[src/rtl/ist_pkg.sv]
// ==========================================================
// Shared constants for the I2C slave with bus time-out
package ist_pkg;

   // ==========================================================
   // Register byte offsets
   localparam logic [7:0] OFF_MCR  = 8'h00;  // module_control_register
   localparam logic [7:0] OFF_BSC  = 8'h04;  // bus_status_control_register
   localparam logic [7:0] OFF_DATA = 8'h08;  // shift_data_register
   localparam logic [7:0] OFF_OWN  = 8'h0C;  // own_address_register
   localparam logic [7:0] OFF_TOC  = 8'h10;  // i2c_timeout_control

   // ==========================================================
   // Module control fields
   localparam int unsigned MCR_MODE_LSB = 5;
   localparam int unsigned MCR_EN_BIT   = 1;
   localparam logic [2:0]  MODE_I2C     = 3'h6;
   localparam logic [7:0]  MCR_WMASK    = 8'hEE;
   localparam logic [7:0]  MCR_RST      = 8'h00;

   // ==========================================================
   // Bus status / control fields
   localparam int unsigned BSC_HCF_BIT   = 7;
   localparam int unsigned BSC_ADDRESS_MATCH_FLAG_BIT  = 6;
   localparam int unsigned BSC_BUSY_BIT  = 5;
   localparam int unsigned BSC_HTX_BIT   = 4;
   localparam int unsigned BSC_ACK_TO_SEND_BIT  = 3;
   localparam int unsigned BSC_SRW_BIT   = 2;
   localparam int unsigned BSC_IAMWU_BIT = 1;
   localparam int unsigned BSC_ACK_RECEIVED_BIT  = 0;
   localparam logic [7:0]  BSC_RST       = 8'h81;

   // ==========================================================
   // Own address, data and time-out control fields
   localparam int unsigned OWN_LSB      = 0;
   localparam logic [6:0]  OWN_RST      = 7'h00;
   localparam logic [7:0]  DATA_RST     = 8'h00;
   localparam int unsigned TOC_EN_BIT   = 7;
   localparam int unsigned TOC_TOF_BIT  = 6;
   localparam int unsigned TOC_TOS_LSB  = 0;
   localparam logic [7:0]  TOC_RST      = 8'h00;

   // ==========================================================
   // Timing and framing counts
   localparam int unsigned SUB_DIV      = 32;
   localparam logic [4:0]  PRE_MAX      = 5'(SUB_DIV - 1);
   localparam logic [3:0]  BYTE_BITS    = 4'h8;
   localparam logic [2:0]  SYNC_RST     = 3'h3;  // Sub low, SDA and SCL idle high

   // ==========================================================
   // Slave sequencer states
   typedef enum logic [2:0] {
      IST_IDLE,
      IST_ADDR,
      IST_ADDR_ACK,
      IST_HOLD,
      IST_XFER,
      IST_ACK,
      IST_WAIT_STOP
   } ist_state_t;

endpackage : ist_pkg

[src/rtl/ist_line_sync.sv]
`timescale 1ns/100ps
// ==========================================================
// Pin synchroniser and bus condition detector
module ist_line_sync (
   // Clock and reset
   input  wire logic hclk,
   input  wire logic hresetn,
   // Raw inputs
   input  wire logic scl_i,
   input  wire logic sda_i,
   input  wire logic sub_clk,
   // Synchronised levels and events
   output logic      scl_s,
   output logic      sda_s,
   output logic      scl_rise,
   output logic      scl_fall,
   output logic      start_det,
   output logic      stop_det,
   output logic      sub_tick
);
   import ist_pkg::*;

   logic [2:0] meta_q;
   logic [2:0] sync_q;
   logic [2:0] prev_q;
   logic [2:0] rise_w;
   logic [2:0] fall_w;

   // Edge of a sampled vector
   function automatic logic [2:0] edge_of(input logic [2:0] now, input logic [2:0] was);
      edge_of = now & ~was;
   endfunction : edge_of

   // Two-stage synchroniser plus history stage
   always_ff @(posedge hclk or negedge hresetn) begin
      if (!hresetn) begin
         meta_q <= SYNC_RST;
         sync_q <= SYNC_RST;
         prev_q <= SYNC_RST;
      end else begin
         meta_q <= {sub_clk, sda_i, scl_i};
         sync_q <= meta_q;
         prev_q <= sync_q;
      end
   end

   // Event decode from synchronised levels only
   assign rise_w    = edge_of(sync_q, prev_q);
   assign fall_w    = edge_of(prev_q, sync_q);
   assign scl_s     = sync_q[0];
   assign sda_s     = sync_q[1];
   assign scl_rise  = rise_w[0];
   assign scl_fall  = fall_w[0];
   assign start_det = fall_w[1] & sync_q[0] & prev_q[0];
   assign stop_det  = rise_w[1] & sync_q[0] & prev_q[0];
   assign sub_tick  = rise_w[2];
endmodule : ist_line_sync

[src/rtl/ist_slave.sv]
// Added by the designer: the placing of the registers and register access over AHB-Lite.
`timescale 1ns/100ps
// ==========================================================
// Function
// - SDA falling while SCL high is a start; bus busy flag sets.
// - First seven bits after start compared with own address; match raises interrupt.
// - Eighth address bit stored as master read flag.
// - On match, pull SDA low on ninth clock and set address match flag.
// - One interrupt for address match, byte done or time-out.
// - After match, hold SCL low until data write (transmit) or read (receive).
// - Software sets transmit select from master read flag; slave follows it.
// - Data bytes are eight bits, most significant bit first.
// - Receiving, drive ack-to-send level on ninth clock; low acknowledges.
// - Transmitting, record master ack; on no ack release SDA, await stop.
// - Time-out counter starts on start plus match, clears on SCL fall.
// - Time-out when period passes before next SCL fall; stop halts counting.
// - On time-out counter stops, enable clears, flag sets, interrupt raised.
// - Time-out resets bus status register; data, address, module control kept.
// - Time-out flag cleared only by software.
// - Period is (field plus one) times 32 sub-clock periods.
// - Bus busy flag clears on stop.
// - Transfer done flag low while moving, high with interrupt after byte.
module ist_slave (
   // Clock and reset
   input  wire logic        hclk,
   input  wire logic        hresetn,
   // AHB-Lite slave
   input  wire logic        hsel,
   input  wire logic [31:0] haddr,
   input  wire logic [1:0]  htrans,
   input  wire logic        hwrite,
   input  wire logic [2:0]  hsize,
   input  wire logic [31:0] hwdata,
   input  wire logic        hready,
   output logic [31:0]      hrdata,
   output logic             hreadyout,
   output logic             hresp,
   // I2C pins, open drain
   input  wire logic        scl_i,
   output logic             scl_o,
   output logic             scl_oe,
   input  wire logic        sda_i,
   output logic             sda_o,
   output logic             sda_oe,
   // Sub clock for time-out
   input  wire logic        sub_clk,
   // Event pulse
   output logic             i2c_int
);
   import ist_pkg::*;

   // ==========================================================
   // Declarations
   logic        wr_pend_q;
   logic [7:0]  waddr_q;
   logic [7:0]  mcr_q;
   logic [6:0]  own_q;
   logic [7:0]  data_q;
   logic        hcf_q, address_match_flag_q, busy_q, htx_q, ack_to_send_q, srw_q, iamwu_q, ack_received_q;
   logic        toen_q, tof_q;
   logic [5:0]  tos_q;
   logic        to_run_q;
   logic [4:0]  pre_q;
   logic [5:0]  per_q;
   logic        int_q;
   ist_state_t  st_q, st_d;
   logic [3:0]  bitcnt_q, bitcnt_d;
   logic [7:0]  shift_q, shift_d;
   logic        scl_oe_q, scl_oe_d;
   logic        sda_oe_q, sda_oe_d;
   logic        ev_match, ev_byte, ack_smp, hcf_clr;
   logic        scl_s, sda_s, scl_rise, scl_fall, start_det, stop_det, sub_tick;

   // ==========================================================
   // Pin synchroniser
   ist_line_sync u_sync (
      .hclk      (hclk),
      .hresetn   (hresetn),
      .scl_i     (scl_i),
      .sda_i     (sda_i),
      .sub_clk   (sub_clk),
      .scl_s     (scl_s),
      .sda_s     (sda_s),
      .scl_rise  (scl_rise),
      .scl_fall  (scl_fall),
      .start_det (start_det),
      .stop_det  (stop_det),
      .sub_tick  (sub_tick)
   );

   // ==========================================================
   // Bus decode
   wire        addr_ok  = hsel & hready & htrans[1];
   wire [7:0]  aoff     = haddr[7:0];
   wire        rd_go    = addr_ok & ~hwrite;
   wire        wr_mcr   = wr_pend_q & (waddr_q == OFF_MCR);
   wire        wr_bsc   = wr_pend_q & (waddr_q == OFF_BSC);
   wire        wr_data  = wr_pend_q & (waddr_q == OFF_DATA);
   wire        wr_own   = wr_pend_q & (waddr_q == OFF_OWN);
   wire        wr_toc   = wr_pend_q & (waddr_q == OFF_TOC);
   wire        rd_data  = rd_go & (aoff == OFF_DATA);
   wire [7:0]  bsc_rd   = {hcf_q, address_match_flag_q, busy_q, htx_q, ack_to_send_q, srw_q, iamwu_q, ack_received_q};
   wire [7:0]  toc_rd   = {toen_q, tof_q, tos_q};
   wire [7:0]  rd_mux   = (aoff == OFF_MCR)  ? mcr_q :
                          (aoff == OFF_BSC)  ? bsc_rd :
                          (aoff == OFF_DATA) ? data_q :
                          (aoff == OFF_OWN)  ? {1'b0, own_q} :
                          (aoff == OFF_TOC)  ? toc_rd : 8'h00;

   // Zero wait state, always OKAY
   assign hreadyout = 1'b1;
   assign hresp     = 1'b0;

   // ==========================================================
   // Slave control decode
   wire active     = mcr_q[MCR_EN_BIT] & (mcr_q[MCR_MODE_LSB +: 3] == MODE_I2C);
   wire byte_end   = scl_fall & (bitcnt_q == BYTE_BITS);
   wire addr_hit   = (shift_q[7:1] == own_q);
   wire sw_release = (st_q == IST_HOLD) & ((htx_q & wr_data) | (~htx_q & rd_data));
   wire to_fire    = to_run_q & sub_tick & (pre_q == PRE_MAX) & (per_q == tos_q);
   wire soft_rst   = to_fire | ~active;

   assign scl_o   = 1'b0;
   assign sda_o   = 1'b0;
   assign scl_oe  = scl_oe_q;
   assign sda_oe  = sda_oe_q;
   assign i2c_int = int_q;

   // ==========================================================
   // Bus address phase capture and read data
   always_ff @(posedge hclk or negedge hresetn) begin
      if (!hresetn) begin
         wr_pend_q <= 1'b0;
         waddr_q   <= 8'h00;
         hrdata    <= 32'h0000_0000;
      end else begin
         wr_pend_q <= addr_ok & hwrite;
         waddr_q   <= aoff;
         if (rd_go) begin
            hrdata <= {24'h00_0000, rd_mux};
         end
      end
   end

   // ==========================================================
   // Sequencer next state
   always_comb begin
      st_d     = st_q;
      bitcnt_d = bitcnt_q;
      shift_d  = shift_q;
      scl_oe_d = scl_oe_q;
      sda_oe_d = sda_oe_q;
      ev_match = 1'b0;
      ev_byte  = 1'b0;
      ack_smp  = 1'b0;
      hcf_clr  = 1'b0;
      if (soft_rst) begin
         st_d     = IST_IDLE;
         bitcnt_d = 4'h0;
         scl_oe_d = 1'b0;
         sda_oe_d = 1'b0;
      end else if (start_det) begin
         st_d     = IST_ADDR;
         bitcnt_d = 4'h0;
         scl_oe_d = 1'b0;
         sda_oe_d = 1'b0;
      end else if (stop_det) begin
         st_d     = IST_IDLE;
         scl_oe_d = 1'b0;
         sda_oe_d = 1'b0;
      end else begin
         case (st_q)
            IST_IDLE: begin
               st_d = IST_IDLE;
            end
            IST_ADDR: begin
               if (scl_rise) begin
                  shift_d  = {shift_q[6:0], sda_s};
                  bitcnt_d = 4'(bitcnt_q + 4'h1);
               end else if (byte_end) begin
                  if (addr_hit) begin
                     st_d     = IST_ADDR_ACK;
                     sda_oe_d = 1'b1;
                     ev_match = 1'b1;
                  end else begin
                     st_d = IST_WAIT_STOP;
                  end
               end
            end
            IST_ADDR_ACK: begin
               if (scl_fall) begin
                  sda_oe_d = 1'b0;
                  scl_oe_d = 1'b1;
                  bitcnt_d = 4'h0;
                  st_d     = IST_HOLD;
               end
            end
            IST_HOLD: begin
               if (sw_release) begin
                  scl_oe_d = 1'b0;
                  hcf_clr  = 1'b1;
                  st_d     = IST_XFER;
                  if (htx_q) begin
                     shift_d  = hwdata[7:0];
                     sda_oe_d = ~hwdata[7];
                  end
               end
            end
            IST_XFER: begin
               if (scl_rise) begin
                  bitcnt_d = 4'(bitcnt_q + 4'h1);
                  if (!htx_q) begin
                     shift_d = {shift_q[6:0], sda_s};
                  end
               end else if (byte_end) begin
                  ev_byte  = 1'b1;
                  st_d     = IST_ACK;
                  sda_oe_d = htx_q ? 1'b0 : ~ack_to_send_q;
               end else if (scl_fall && htx_q) begin
                  shift_d  = {shift_q[6:0], 1'b0};
                  sda_oe_d = ~shift_q[6];
               end
            end
            IST_ACK: begin
               if (scl_rise) begin
                  ack_smp = 1'b1;
               end else if (scl_fall) begin
                  sda_oe_d = 1'b0;
                  if (htx_q && ack_received_q) begin
                     st_d = IST_WAIT_STOP;
                  end else begin
                     scl_oe_d = 1'b1;
                     bitcnt_d = 4'h0;
                     st_d     = IST_HOLD;
                  end
               end
            end
            IST_WAIT_STOP: begin
               st_d = IST_WAIT_STOP;
            end
            default: begin
               st_d = IST_IDLE;
            end
         endcase
      end
   end

   // ==========================================================
   // Sequencer registers
   always_ff @(posedge hclk or negedge hresetn) begin
      if (!hresetn) begin
         st_q     <= IST_IDLE;
         bitcnt_q <= 4'h0;
         shift_q  <= 8'h00;
         scl_oe_q <= 1'b0;
         sda_oe_q <= 1'b0;
         int_q    <= 1'b0;
      end else begin
         st_q     <= st_d;
         bitcnt_q <= bitcnt_d;
         shift_q  <= shift_d;
         scl_oe_q <= scl_oe_d;
         sda_oe_q <= sda_oe_d;
         int_q    <= ev_match | ev_byte | to_fire;
      end
   end

   // ==========================================================
   // Configuration registers kept through a time-out
   always_ff @(posedge hclk or negedge hresetn) begin
      if (!hresetn) begin
         mcr_q  <= MCR_RST;
         own_q  <= OWN_RST;
         data_q <= DATA_RST;
      end else begin
         if (wr_mcr) mcr_q <= hwdata[7:0] & MCR_WMASK;
         if (wr_own) own_q <= hwdata[OWN_LSB +: 7];
         if (ev_byte && !htx_q) begin
            data_q <= shift_q;  // Received byte wins over a write
         end else if (wr_data) begin
            data_q <= hwdata[7:0];
         end
      end
   end

   // ==========================================================
   // Bus flags, returned to reset values by a time-out
   always_ff @(posedge hclk or negedge hresetn) begin
      if (!hresetn) begin
         {hcf_q, address_match_flag_q, busy_q, srw_q, ack_received_q} <= {BSC_RST[BSC_HCF_BIT], BSC_RST[BSC_ADDRESS_MATCH_FLAG_BIT],
            BSC_RST[BSC_BUSY_BIT], BSC_RST[BSC_SRW_BIT], BSC_RST[BSC_ACK_RECEIVED_BIT]};
      end else if (soft_rst) begin
         {hcf_q, address_match_flag_q, busy_q, srw_q, ack_received_q} <= {BSC_RST[BSC_HCF_BIT], BSC_RST[BSC_ADDRESS_MATCH_FLAG_BIT],
            BSC_RST[BSC_BUSY_BIT], BSC_RST[BSC_SRW_BIT], BSC_RST[BSC_ACK_RECEIVED_BIT]};
      end else begin
         if (start_det) busy_q <= 1'b1;
         else if (stop_det) busy_q <= 1'b0;
         if (ev_match) address_match_flag_q <= 1'b1;
         else if (start_det) address_match_flag_q <= 1'b0;
         if (ev_match) srw_q <= shift_q[0];
         else if (wr_bsc) srw_q <= hwdata[BSC_SRW_BIT];
         if (ev_byte || ev_match) hcf_q <= 1'b1;
         else if (hcf_clr || start_det) hcf_q <= 1'b0;
         if (ack_smp && htx_q) ack_received_q <= sda_s;
      end
   end

   // Software bits of bus status register
   always_ff @(posedge hclk or negedge hresetn) begin
      if (!hresetn) begin
         {htx_q, ack_to_send_q, iamwu_q} <= {BSC_RST[BSC_HTX_BIT], BSC_RST[BSC_ACK_TO_SEND_BIT], BSC_RST[BSC_IAMWU_BIT]};
      end else if (to_fire) begin
         {htx_q, ack_to_send_q, iamwu_q} <= {BSC_RST[BSC_HTX_BIT], BSC_RST[BSC_ACK_TO_SEND_BIT], BSC_RST[BSC_IAMWU_BIT]};
      end else if (wr_bsc) begin
         {htx_q, ack_to_send_q, iamwu_q} <= {hwdata[BSC_HTX_BIT], hwdata[BSC_ACK_TO_SEND_BIT], hwdata[BSC_IAMWU_BIT]};
      end
   end

   // ==========================================================
   // Time-out control and counter
   always_ff @(posedge hclk or negedge hresetn) begin
      if (!hresetn) begin
         {toen_q, tof_q, tos_q} <= TOC_RST;
      end else begin
         if (to_fire) toen_q <= 1'b0;
         else if (wr_toc) toen_q <= hwdata[TOC_EN_BIT];
         if (to_fire) tof_q <= 1'b1;
         else if (wr_toc) tof_q <= hwdata[TOC_TOF_BIT];
         if (wr_toc) tos_q <= hwdata[TOC_TOS_LSB +: 6];
      end
   end

   // Prescaler by 32 sub ticks, then period count
   always_ff @(posedge hclk or negedge hresetn) begin
      if (!hresetn) begin
         to_run_q <= 1'b0;
         pre_q    <= 5'h00;
         per_q    <= 6'h00;
      end else begin
         if (soft_rst || stop_det) to_run_q <= 1'b0;
         else if (ev_match && toen_q) to_run_q <= 1'b1;
         if (scl_fall || ev_match) begin
            pre_q <= 5'h00;
            per_q <= 6'h00;
         end else if (to_run_q && sub_tick) begin
            pre_q <= 5'(pre_q + 5'h01);
            if (pre_q == PRE_MAX) per_q <= 6'(per_q + 6'h01);
         end
      end
   end
endmodule : ist_slave

[config.mk]
export PLATFORM = sky130hd
export DESIGN_NAME = ist_slave
export DESIGN_NICKNAME = d
export VERILOG_FILES = /design/src/rtl/ist_pkg.sv /design/src/rtl/ist_line_sync.sv /design/src/rtl/ist_slave.sv
export SDC_FILE = /design/constraint.sdc
export NUM_CORES = 1
export LEC_CHECK = 0
export BUFFER_PORTS_ARGS = -buffer_cell sky130_fd_sc_hd__buf_2
export CAP_MARGIN = 20
export CELL_PAD_IN_SITES_DETAIL_PLACEMENT = 0
export CELL_PAD_IN_SITES_GLOBAL_PLACEMENT = 1
export CORE_MARGIN = 2
export CORE_UTILIZATION = 25
export DETAILED_ROUTE_END_ITERATION = 10
export GPL_TIMING_DRIVEN = 0
export PLACE_DENSITY_LB_ADDON = 0.2
export SLEW_MARGIN = 30
export SYNTH_ARGS = -nofsm -noshare
export SYNTH_HDL_FRONTEND = slang
export SYNTH_SLANG_ARGS = --single-unit
[constraint.sdc]
create_clock -name hclk -period 6.8 [get_ports hclk]
set_input_delay 1.36 -clock hclk [delete_from_list [all_inputs] [get_ports hclk]]
set_output_delay 1.36 -clock hclk [all_outputs]
set_load 0.005 [all_outputs]
### After elaboration in Yosys (flattened, before gate mapping)

Index checks and enable logic that the tools add are counted.

* input bits: 77
* output and inout bits: 39
* register bits after elaboration: 93

* reduce and logical (&&, ||, !) cells: 35
* mux-type cells: 116
* bitwise logic cells: 39
* eq/ne operators: 43
* add/sub/neg operators: 3

Operator list (number)
* 8-bit two-way mux: 14
* 1-bit two-way mux: 71
* 5-bit != test (second input constant): 9
* 3-bit two-way mux: 13
* 8-bit by 4-bit equality test with 1-bit output (second input constant): 4
* 4-bit two-way mux: 8
* 8-bit one-hot mux with 3 select lines: 1
* 1-bit AND: 22
* 6-bit two-way mux: 3
* 3-bit one-hot mux with 6 select lines: 1
* 8-bit by 3-bit equality test with 1-bit output (second input constant): 2
* 8-bit by 5-bit equality test with 1-bit output (second input constant): 2
* 8-bit zero test: 2
* 3-bit nonzero test: 5
* 2-bit nonzero test: 7
* 3-bit equality test (second input constant): 4
* 4-bit one-hot mux with 3 select lines: 1
* 5-bit two-way mux: 2
* 5-bit by 4-bit != test with 1-bit output (second input constant): 2
* 10-bit AND reduction: 1
* 3-bit by 2-bit != test with 1-bit output (second input constant): 3
* 1-bit NOT: 9
* 9-bit AND reduction: 1
* 4-bit by 3-bit != test with 1-bit output (second input constant): 2
* 33 further kinds: 47

### Longest topological paths before layout

Gate-level depths: netlist of the first run.

* word-level depth: 16
* gate-level depth with buffers: 9
* depth with buffers taken out: 8

### Hierarchy

A second synthesis of the first run with hierarchy kept.

* cells, all modules: 500
* area total of the unflattened synthesis: 4988.5 µm²

Modules (own cells, without submodules)
* ist_slave: instances 1, seq. area each 2104.5 µm², cells an instance 486, area an instance 4717.0 µm²
* ist_line_sync: instances 1, seq. area each 232.7 µm², cells an instance 14, area an instance 271.5 µm²

### Worst setup path before layout of the first run

Ideal clock, no wire load.

* path type: input to register
* from: input haddr[7]
* to: register hrdata[5]
* path slack: 3881 ps
* data arrival time: 2842 ps
* setup time: 77 ps
* buffers on the path: 0
* stages: 5
* cell sequence: or3_1 -> nor4_1 -> a311oi_1 -> o32a_1 -> o21ai_1

* longest elaborated chain between the ends: 6
* elaborated cells on any way between the ends: 10

Ends and longest elaborated chain
* start, declared: line ist_slave.sv:29 `input wire logic [31:0] haddr,`
* 8-bit by 5-bit equality test with 1-bit output: line ist_slave.sv:108 `(aoff == OFF_TOC) ? toc_rd : 8'h00;`
* 8-bit two-way mux: line ist_slave.sv:108
* 8-bit two-way mux: line ist_slave.sv:107 `(aoff == OFF_OWN) ? {1'b0, own_q} :`
* 8-bit two-way mux: line ist_slave.sv:106 `(aoff == OFF_DATA) ? data_q :`
* 8-bit two-way mux: line ist_slave.sv:105 `(aoff == OFF_BSC) ? bsc_rd :`
* 8-bit two-way mux *: line ist_slave.sv:104 `wire [7:0] rd_mux = (aoff == OFF_MCR) ? mcr_q :`
* end signal, assigned: line ist_slave.sv:140 `hrdata <= {24'h00_0000, rd_mux};`
* end, declared: line ist_slave.sv:35 `output logic [31:0] hrdata,`

Every way passes the cells marked *; elsewhere a longest branch is shown, timed or not.
A chain may end at the register's enable or synchronous reset.

### Final worst setup path of the first run

* from: register pre_q[0]
* to: register data_q[3]

* longest elaborated chain between the ends: 7
* elaborated cells on any way between the ends: 8

Ends and longest elaborated chain
* start, declared: line ist_slave.sv:63 `logic [4:0] pre_q;`
* start signal, assigned: line ist_slave.sv:346 `pre_q <= 5'(pre_q + 5'h01);`
* 5-bit equality test *: line ist_slave.sv:120 `wire to_fire = to_run_q & sub_tick & (pre_q == PRE_MAX) & (per_q == tos_q);`
* 1-bit AND * (2 in series): line ist_slave.sv:120
* 1-bit bitwise OR *: line ist_slave.sv:121 `wire soft_rst = to_fire | ~active;`
* 1-bit two-way mux *: line ist_slave.sv:157 `if (soft_rst) begin`
* 1-bit logical AND *: line ist_slave.sv:278 `if (ev_byte && !htx_q) begin`
* 8-bit two-way mux or 2-bit nonzero test (tied branches)
* end signal, assigned: line ist_slave.sv:279 `data_q <= shift_q;`
* end signal, assigned: line ist_slave.sv:281 `data_q <= hwdata[7:0];`
* end, declared: line ist_slave.sv:58 `logic [7:0] data_q;`

Marks and branches as above.

==> run_results.csv, run 1 <==
group,metric,value,unit
die,fp-row-count,52,
global_routing,track_usage,13.8,%
critical_path,critPathRequiredTime,7.03,ns
die,die_w,147,um
logic_synthesis,synth_seq_cells,93,
pwr,leakagePower,2.73,nW
run_status,outcome,"finished clean",
sta,setup_tns,0,ns
global_routing,grt_pass1_wl,22900,um
die,die_h,147,um
critical_path,path_class,"reg -> reg",
logic_synthesis,yosysUniqueCellTypes,63,
detailed_routing,first_pass_iters,4,
die,design.core.area,20200,sq um
clock_network,cts_tree,"done",
critical_path,worstPathArrival,3.69,ns
logic_synthesis,yosysWarningCount,0,
clock_network,cts_buffers,9,
logic_synthesis,ys_top_cells_by_area,"dfrtp_1 (42%), mux2_2 (9.9%), buf_4 (4.1%), dfstp_2 (4.1%), a21oi_1 (2.7%)",
sta,hold_viol_final,0,
sta,setup_violations,0,
critical_path,path_max_fanout,8,
logic_synthesis,synth_cells,486,
logic_synthesis,synth_top_area_cell,"dfrtp_1",
sta,setup_ws,3.34,ns
pwr,p_switching,0.000276,W
pwr,p_seq_share,49.8,%
global_routing,top_usage_layer,"met2",
detailed_routing,drt-initial-drc-count,196,
global_routing,grt_max_degree,62,
clock_network,cts.repair.resized,0,
clock_network,post_cts_buffers,0,
pwr,power.total,0.00115,W
global_routing,grt_use_met3,2.20,%
die,io_pins,116,
sta,clock_skew,0.00517,ns
sta,timing.final.max_slew_violations,0,
logic_synthesis,ys_seq_area_share,45.7,%
detailed_routing,vias,3872,
placed_design,place.gp.congestion,0.865,
die,start_util,25.4,%
logic_synthesis,synth_edf_count,0,
flow_run,drv_cap,0,
detailed_routing,final_antenna_net_count,0,
pwr,p_int,0.000875,W
global_routing,use_met1,19.2,%
pwr,p_per_area,190,nW/um^2
sta,rsz0062_at_grt,"no",
finish,area_delta_synth_final,18.4,%
detailed_routing,totalWireLength,14100,um
logic_synthesis,synth_top_cell_area_share,41.5,%
clock_network,path_clk_slew,0.06,ns
detailed_routing,wire_per_inst,16.9,um
placed_design,dpl.hpwl,10800,um
sta,worst_slew_pin_slew,0.998,ns
clock_network,clock_path_buffers,2,
placed_design,pre_cts_slack,3.31,ns
logic_synthesis,syn_avg_cell_area,10.5,sq um
sta,finalCritPeriodShare,50.8,%
logic_synthesis,synthTopCellsByCount,"dfrtp_1 (85), mux2_2 (45), nand2_1 (36)",
global_routing,overflow,0,
finish,num_antenna_cells,0,
min_path,hold_path.class,"reg -> reg",
logic_synthesis,syn_area,5120,sq um
finish,nNetsFinal,641,
clock_network,clk_latency,0.35,ns
global_routing,grt_pass1_vias,3951,
finish,drive_above_1_share,27.0,%
logic_synthesis,synth_ff_type,"dfrtp_1",
logic_synthesis,synth-async-reset-ratio,100,%
sta,period_needed,3.46,ns
global_routing,use_met2,21.7,%
pwr,clockPowerShare,43.1,%
clock_network,hold_buffers,0,
detailed_routing,viasPerCell,4.64,
global_routing,antenna_found_initial,0,
sta,relSlewSlack,32.8,%
critical_path,worstSetupStartpointType,"flop",
pwr,irDropWorstVdd,0.115,mV
logic_synthesis,yosysMostFrequentCell,"dfrtp_1",
detailed_routing,drc,0,
clock_network,htree_levels,3,
clock_network,cts.sinks,93,
die,dieArea,21600,sq um
placed_design,port_buffers,35,
sta,max_freq,0.289,GHz
pwr,pwr-share-comb,7.1,%
critical_path,end_kind,"flop",
clock_network,cts-root-buf,"clkbuf_16",
pwr,swShare,24.0,%
==> critical path, cell delays in order (launching register included) <==
cell and delay [ns]:
dfrtp_1 0.41, ha_1 0.22, and3_1 0.18, ha_1 0.19, and4b_1 0.20, clkbuf_1 0.16
and3_1 0.21, a21boi_0 0.78, nand3_1 0.57, mux2_2 0.42
==> registers in the layout (all words and copies together) (netlist names), 3 cells and up <==
signal and cells:
data_q 8, hrdata 8, shift_q 8, waddr_q 8, own_q 7, mcr_q 6, per_q 6, tos_q 6
pre_q 5, bitcnt_q 4, st_q 3, u_sync.meta_q 3, u_sync.prev_q 3, u_sync.sync_q 3
==> routing by layer <==
layer	part of all wire [%]	vias to the layer above
met5	0	-
met4	1.5	0
met1	48	1920
met3	3.2	10
met2	47	71
li1	-	1871
==> layout by cell type (no fill, tap or decap), types with 6 or more instances in the layout <==
cell       instances
mux2i_1           11
dfrtp_1           85
nor2b_1           10
buf_4             28
mux2_2            45
nand3_1           10
clkbuf_1          15
dfstp_2            8
xor2_1            13
nand4_1            8
a21oi_1           28
inv_1              9
nor2_1            29
nor3_1             8
nand2_1           36
nand4b_1           6
clkbuf_16          9
conb_1            28
nand2b_1           9
buf_2             34
o21ai_0           18
xnor2_1           11
==> metrics by stage <==
stage	cells	area (sq um)	hold WS, ns	utilization, %
6_report	834	6060	0.352	30.0
5_1_grt	834	6060	0.360	30.0
4_1_cts	834	6050	0.355	30.0
3_5_place_dp	818	5760	0.342	28.6
3_3_place_gp	817	5730	0.338	28.4
2_1_floorplan	512	5220	0.331	-
==> layout make-up <==
type                    instances  area, sq um
flip-flops and latches         93         2340
fillers                      2168        14100
repair buffers                 36          209
inverters                       9         33.8
clock buffers                  13          270
clock inverters                 3         18.8
well taps                     270          338
plain buffers                  44          278
multi-input cells             366         2570
==> worst paths after layout <==
check | startpoint | to | slack, ns | depth (start not counted)
setup / recovery | pre_q[0] | data_q[3] | 3.34 | 9
hold / removal | u_sync.meta_q[2] | u_sync.sync_q[2] | 0.35 | 0
setup reg to reg | pre_q[0] | data_q[3] | 3.34 | 9
hold reg to reg | u_sync.meta_q[2] | u_sync.sync_q[2] | 0.35 | 0
max in group asynchronous | hresetn | u_sync.prev_q[0] | 5.24 | 2
min in group asynchronous | hresetn | waddr_q[5] | 0.90 | 1
==> power by group through the flow <==
stage                      logic, W  registers [W]  clock network, W
after floorplan           0.0000432       0.000581                 0
after global placement    0.0000795       0.000584                 0
after detailed placement  0.0000821       0.000584                 0
after CTS                 0.0000827       0.000574          0.000514
after global routing      0.0000907       0.000575          0.000537
final                     0.0000817       0.000574          0.000496
==> cell families after synthesis <==
| group | Yosys count | synth area share (%) |
|---|---|---|
| AOI/OAI and AO/OA | 92 | 11.9 |
| adders and majority gates | 5 | 1.22 |
| buffers and inverters | 53 | 6.08 |
| and+or+nand+nor | 156 | 17.4 |
| DFF | 93 | 45.7 |
| other | 2 | 0.147 |
| muxes | 61 | 13.5 |
| xor gates and xnor gates | 24 | 4.11 |
No activity file was read; power rests on OpenSTA's default activity.
==> run 2, diff against run 1 <==
--- a/config.mk
+++ b/config.mk
@@ -5,6 +5,7 @@
 export SDC_FILE = /design/constraint.sdc
 export NUM_CORES = 1
 export LEC_CHECK = 0
+export ABC_AREA = 1
 export BUFFER_PORTS_ARGS = -buffer_cell sky130_fd_sc_hd__buf_2
 export CAP_MARGIN = 20
 export CELL_PAD_IN_SITES_DETAIL_PLACEMENT = 0
==> constraint.sdc (replaced) <==
create_clock -name hclk -period 3.2 [get_ports hclk]
set_input_delay 0.64 -clock hclk [delete_from_list [all_inputs] [get_ports hclk]]
set_output_delay 0.64 -clock hclk [all_outputs]
set_load 0.005 [all_outputs]
==> run_results.csv, run 2 <==
group,metric,value,unit
run_status,outcome,"finished clean",
logic_synthesis,synth_ff_type,"dfrtp_1",
min_path,hold_path.class,"in -> async",
critical_path,cp-startpoint,"pre_q[0]",
pwr,p_seq_share,46.7,%
logic_synthesis,synth_cells,675,
sta,setup_tns,0,ns
global_routing,overflow,0,
die,die_w,149,um
sta,clock_skew,0.00633,ns
critical_path,path_cells,"ha_1, inv_1, nor3_1, ha_1, inv_1, nor2_1, nand2_1, nor2_2, nor2_4, buf_2, nand3_2, nand3_1, nand3_1",
detailed_routing,drc,0,
logic_synthesis,syn_area,5250,sq um
pwr,pwr-share-comb,6.6,%
placed_design,dpl.hpwl,11400,um
clock_network,hold_buffers,0,
detailed_routing,first_pass_iters,5,
logic_synthesis,synth_top_area_cell,"dfrtp_1",
logic_synthesis,synth_seq_cells,93,
pwr,p_switching,0.000609,W
finish,nNetsFinal,830,
global_routing,grt_pass1_wl,23700,um
clock_network,path_clk_slew,0.07,ns
sta,hold_viol_final,0,
sta,worst_slew_pin_slew,0.561,ns
clock_network,cts.sinks,93,
critical_path,ff2ff_path_depth,13,
critical_path,end_kind,"flop",
detailed_routing,wire_per_inst,14.5,um
finish,final_cell_mix,"nand2_1 (176), dfrtp_1 (85), nand3_1 (72), inv_1 (70), nor2_1 (55)",
detailed_routing,totalWireLength,15000,um
clock_network,clk_latency,0.35,ns
pwr,leakagePower,3.16,nW
logic_synthesis,synthTopCellsByCount,"nand2_1 (176), dfrtp_1 (85), nand3_1 (72)",
critical_path,path_max_fanout,10,
detailed_routing,final_antenna_net_count,0,
pwr,clockPowerShare,46.7,%
die,fp-row-count,53,
clock_network,post_cts_buffers,0,
logic_synthesis,yosysMostFrequentCell,"nand2_1",
logic_synthesis,yosysWarningCount,0,
critical_path,worstSetupStartpointType,"flop",
global_routing,track_usage,14.0,%
detailed_routing,viasPerCell,4.38,
finish,final_cells,1028,
finish,num_antenna_cells,0,
placed_design,place_inst,1012,
critical_path,cp_num_cells,13,
pwr,p_per_area,418,nW/um^2
critical_path,path_class,"reg -> reg",
placed_design,pre_cts_slack,0.960,ns
sta,relSlewSlack,62.3,%
pwr,p_int,0.00200,W
detailed_routing,drt-initial-drc-count,257,
die,io_pins,116,
logic_synthesis,synth-async-reset-ratio,100,%
die,start_util,25.2,%
sta,setup_violations,0,
sta,finalCritPeriodShare,67.5,%
clock_network,cts.repair.resized,0,
clock_network,htree_levels,3,
critical_path,reg2reg_slack,1.04,ns
die,die_h,149,um
global_routing,antenna_found_initial,0,
placed_design,port_buffers,35,
sta,rsz0062_at_grt,"no",
pwr,swShare,23.4,%
logic_synthesis,syn_avg_cell_area,7.78,sq um
critical_path,slowest_stage,"dfrtp_1",
critical_path,rr_endpoint,"data_q[2]",
finish,drive_above_1_share,19.7,%
critical_path,critPathRequiredTime,3.49,ns
clock_network,clock_path_buffers,2,
critical_path,path_buf_inv,3,
logic_synthesis,synth_edf_count,0,
global_routing,grt_max_degree,62,
sta,timing.final.max_slew_violations,0,
die,design.core.area,20800,sq um
critical_path,critical_path.endpoint,"data_q[2]",
critical_path,r2r_start,"pre_q[0]",
placed_design,place.gp.congestion,0.864,
pwr,irDropWorstVdd,0.182,mV
sta,period_needed,2.16,ns
finish,area_delta_synth_final,18.6,%
critical_path,worstPathArrival,2.45,ns
critical_path,cpPeakStageDelay,0.39,ns
logic_synthesis,synth_top_cell_area_share,40.5,%
sta,setup_ws,1.04,ns
logic_synthesis,ys_top_cells_by_area,"dfrtp_1 (40%), nand2_1 (13%), nand3_1 (6.9%), inv_1 (5.0%), buf_4 (4.3%)",
detailed_routing,vias,4505,
flow_run,drv_cap,0,
logic_synthesis,ys_seq_area_share,44.5,%
critical_path,crit_family,"simple AND/OR/NAND/NOR gates",
global_routing,grt_pass1_vias,4261,
clock_network,cts_buffers,9,
sta,max_freq,0.463,GHz
die,dieArea,22200,sq um
finish,final_common_cell,"nand2_1",
clock_network,cts-root-buf,"clkbuf_16",
logic_synthesis,yosysUniqueCellTypes,42,
clock_network,cts_tree,"done",
[run 2: changes by cell type in the layout (fill, tap and decap cells not counted), moves of 21 or more]
cell / before / now
inv_1: 9 / 70
mux2_2: 45 / 0
nand2_1: 36 / 176
nand3_1: 10 / 72
nor2_1: 29 / 55
o21ai_0: 18 / 39
[run 2: cell type report]
class / count / area [sq um]
clock inverter: 3 / 68.8
timing repair buffer: 36 / 209
fill: 2243 / 14600
sequential: 93 / 2340
clock buffer: 13 / 260
multi-input combinational: 483 / 2430
tap: 275 / 344
buffer: 38 / 256
inverter: 87 / 327
[run 2: stage by stage]
step / power, W / area (sq um) / util (%) / hold WS, ns
floorplan: 0.00133 / 5350 / - / 0.331
global placement: 0.00141 / 5870 / 28.2 / 0.339
detailed placement: 0.00142 / 5900 / 28.4 / 0.343
CTS: 0.00264 / 6230 / 29.9 / 0.176
global route: 0.00270 / 6230 / 29.9 / 0.191
finish: 0.00261 / 6230 / 29.9 / 0.168
[run 2: logic make-up (layout without fill, tap and decap cells)]
group / after synthesis / in the layout / synth area share, %
flops: 93 / 93 / 44.5
other cells: 2 / 28 / 0.143
buf+inv: 125 / 177 / 11.1
xor+xnor: 10 / 10 / 1.67
mux: 1 / 1 / 0.191
fa+ha+maj: 5 / 5 / 1.19
simple gates: 357 / 357 / 32.1
compound gates: 82 / 82 / 9.10
[run 2: per-layer routing]
| metal | part of all wire [%] | vias up | track usage [%] |
|---|---|---|---|
| met5 | 0 | - | 0 |
| met4 | 1.9 | 0 | 5.48 |
| met3 | 4.6 | 14 | 1.68 |
| met2 | 46 | 118 | 22.0 |
| met1 | 48 | 2113 | 19.8 |
| li1 | - | 2260 | - |
[run 2: worst min-delay path by stage]
stage,to,cells after the start,slack [ns],startpoint
floorplan,u_sync.sync_q[2],0,0.33,u_sync.meta_q[2]
global placement,u_sync.sync_q[2],0,0.34,u_sync.meta_q[2]
detailed placement,u_sync.sync_q[2],0,0.34,u_sync.meta_q[2]
CTS,own_q[6],1,0.18,hresetn
global route,own_q[6],1,0.19,hresetn
finish,own_q[6],1,0.17,hresetn
[run 2: power groups by stage]
stage          Combinational (W)  Clock, W  Sequential, W
3_3_place_gp            0.000168         0        0.00124
6_report                0.000173   0.00122        0.00122
5_1_grt                 0.000195   0.00129        0.00122
2_1_floorplan          0.0000929         0        0.00124
4_1_cts                 0.000176   0.00124        0.00122
3_5_place_dp            0.000176         0        0.00124
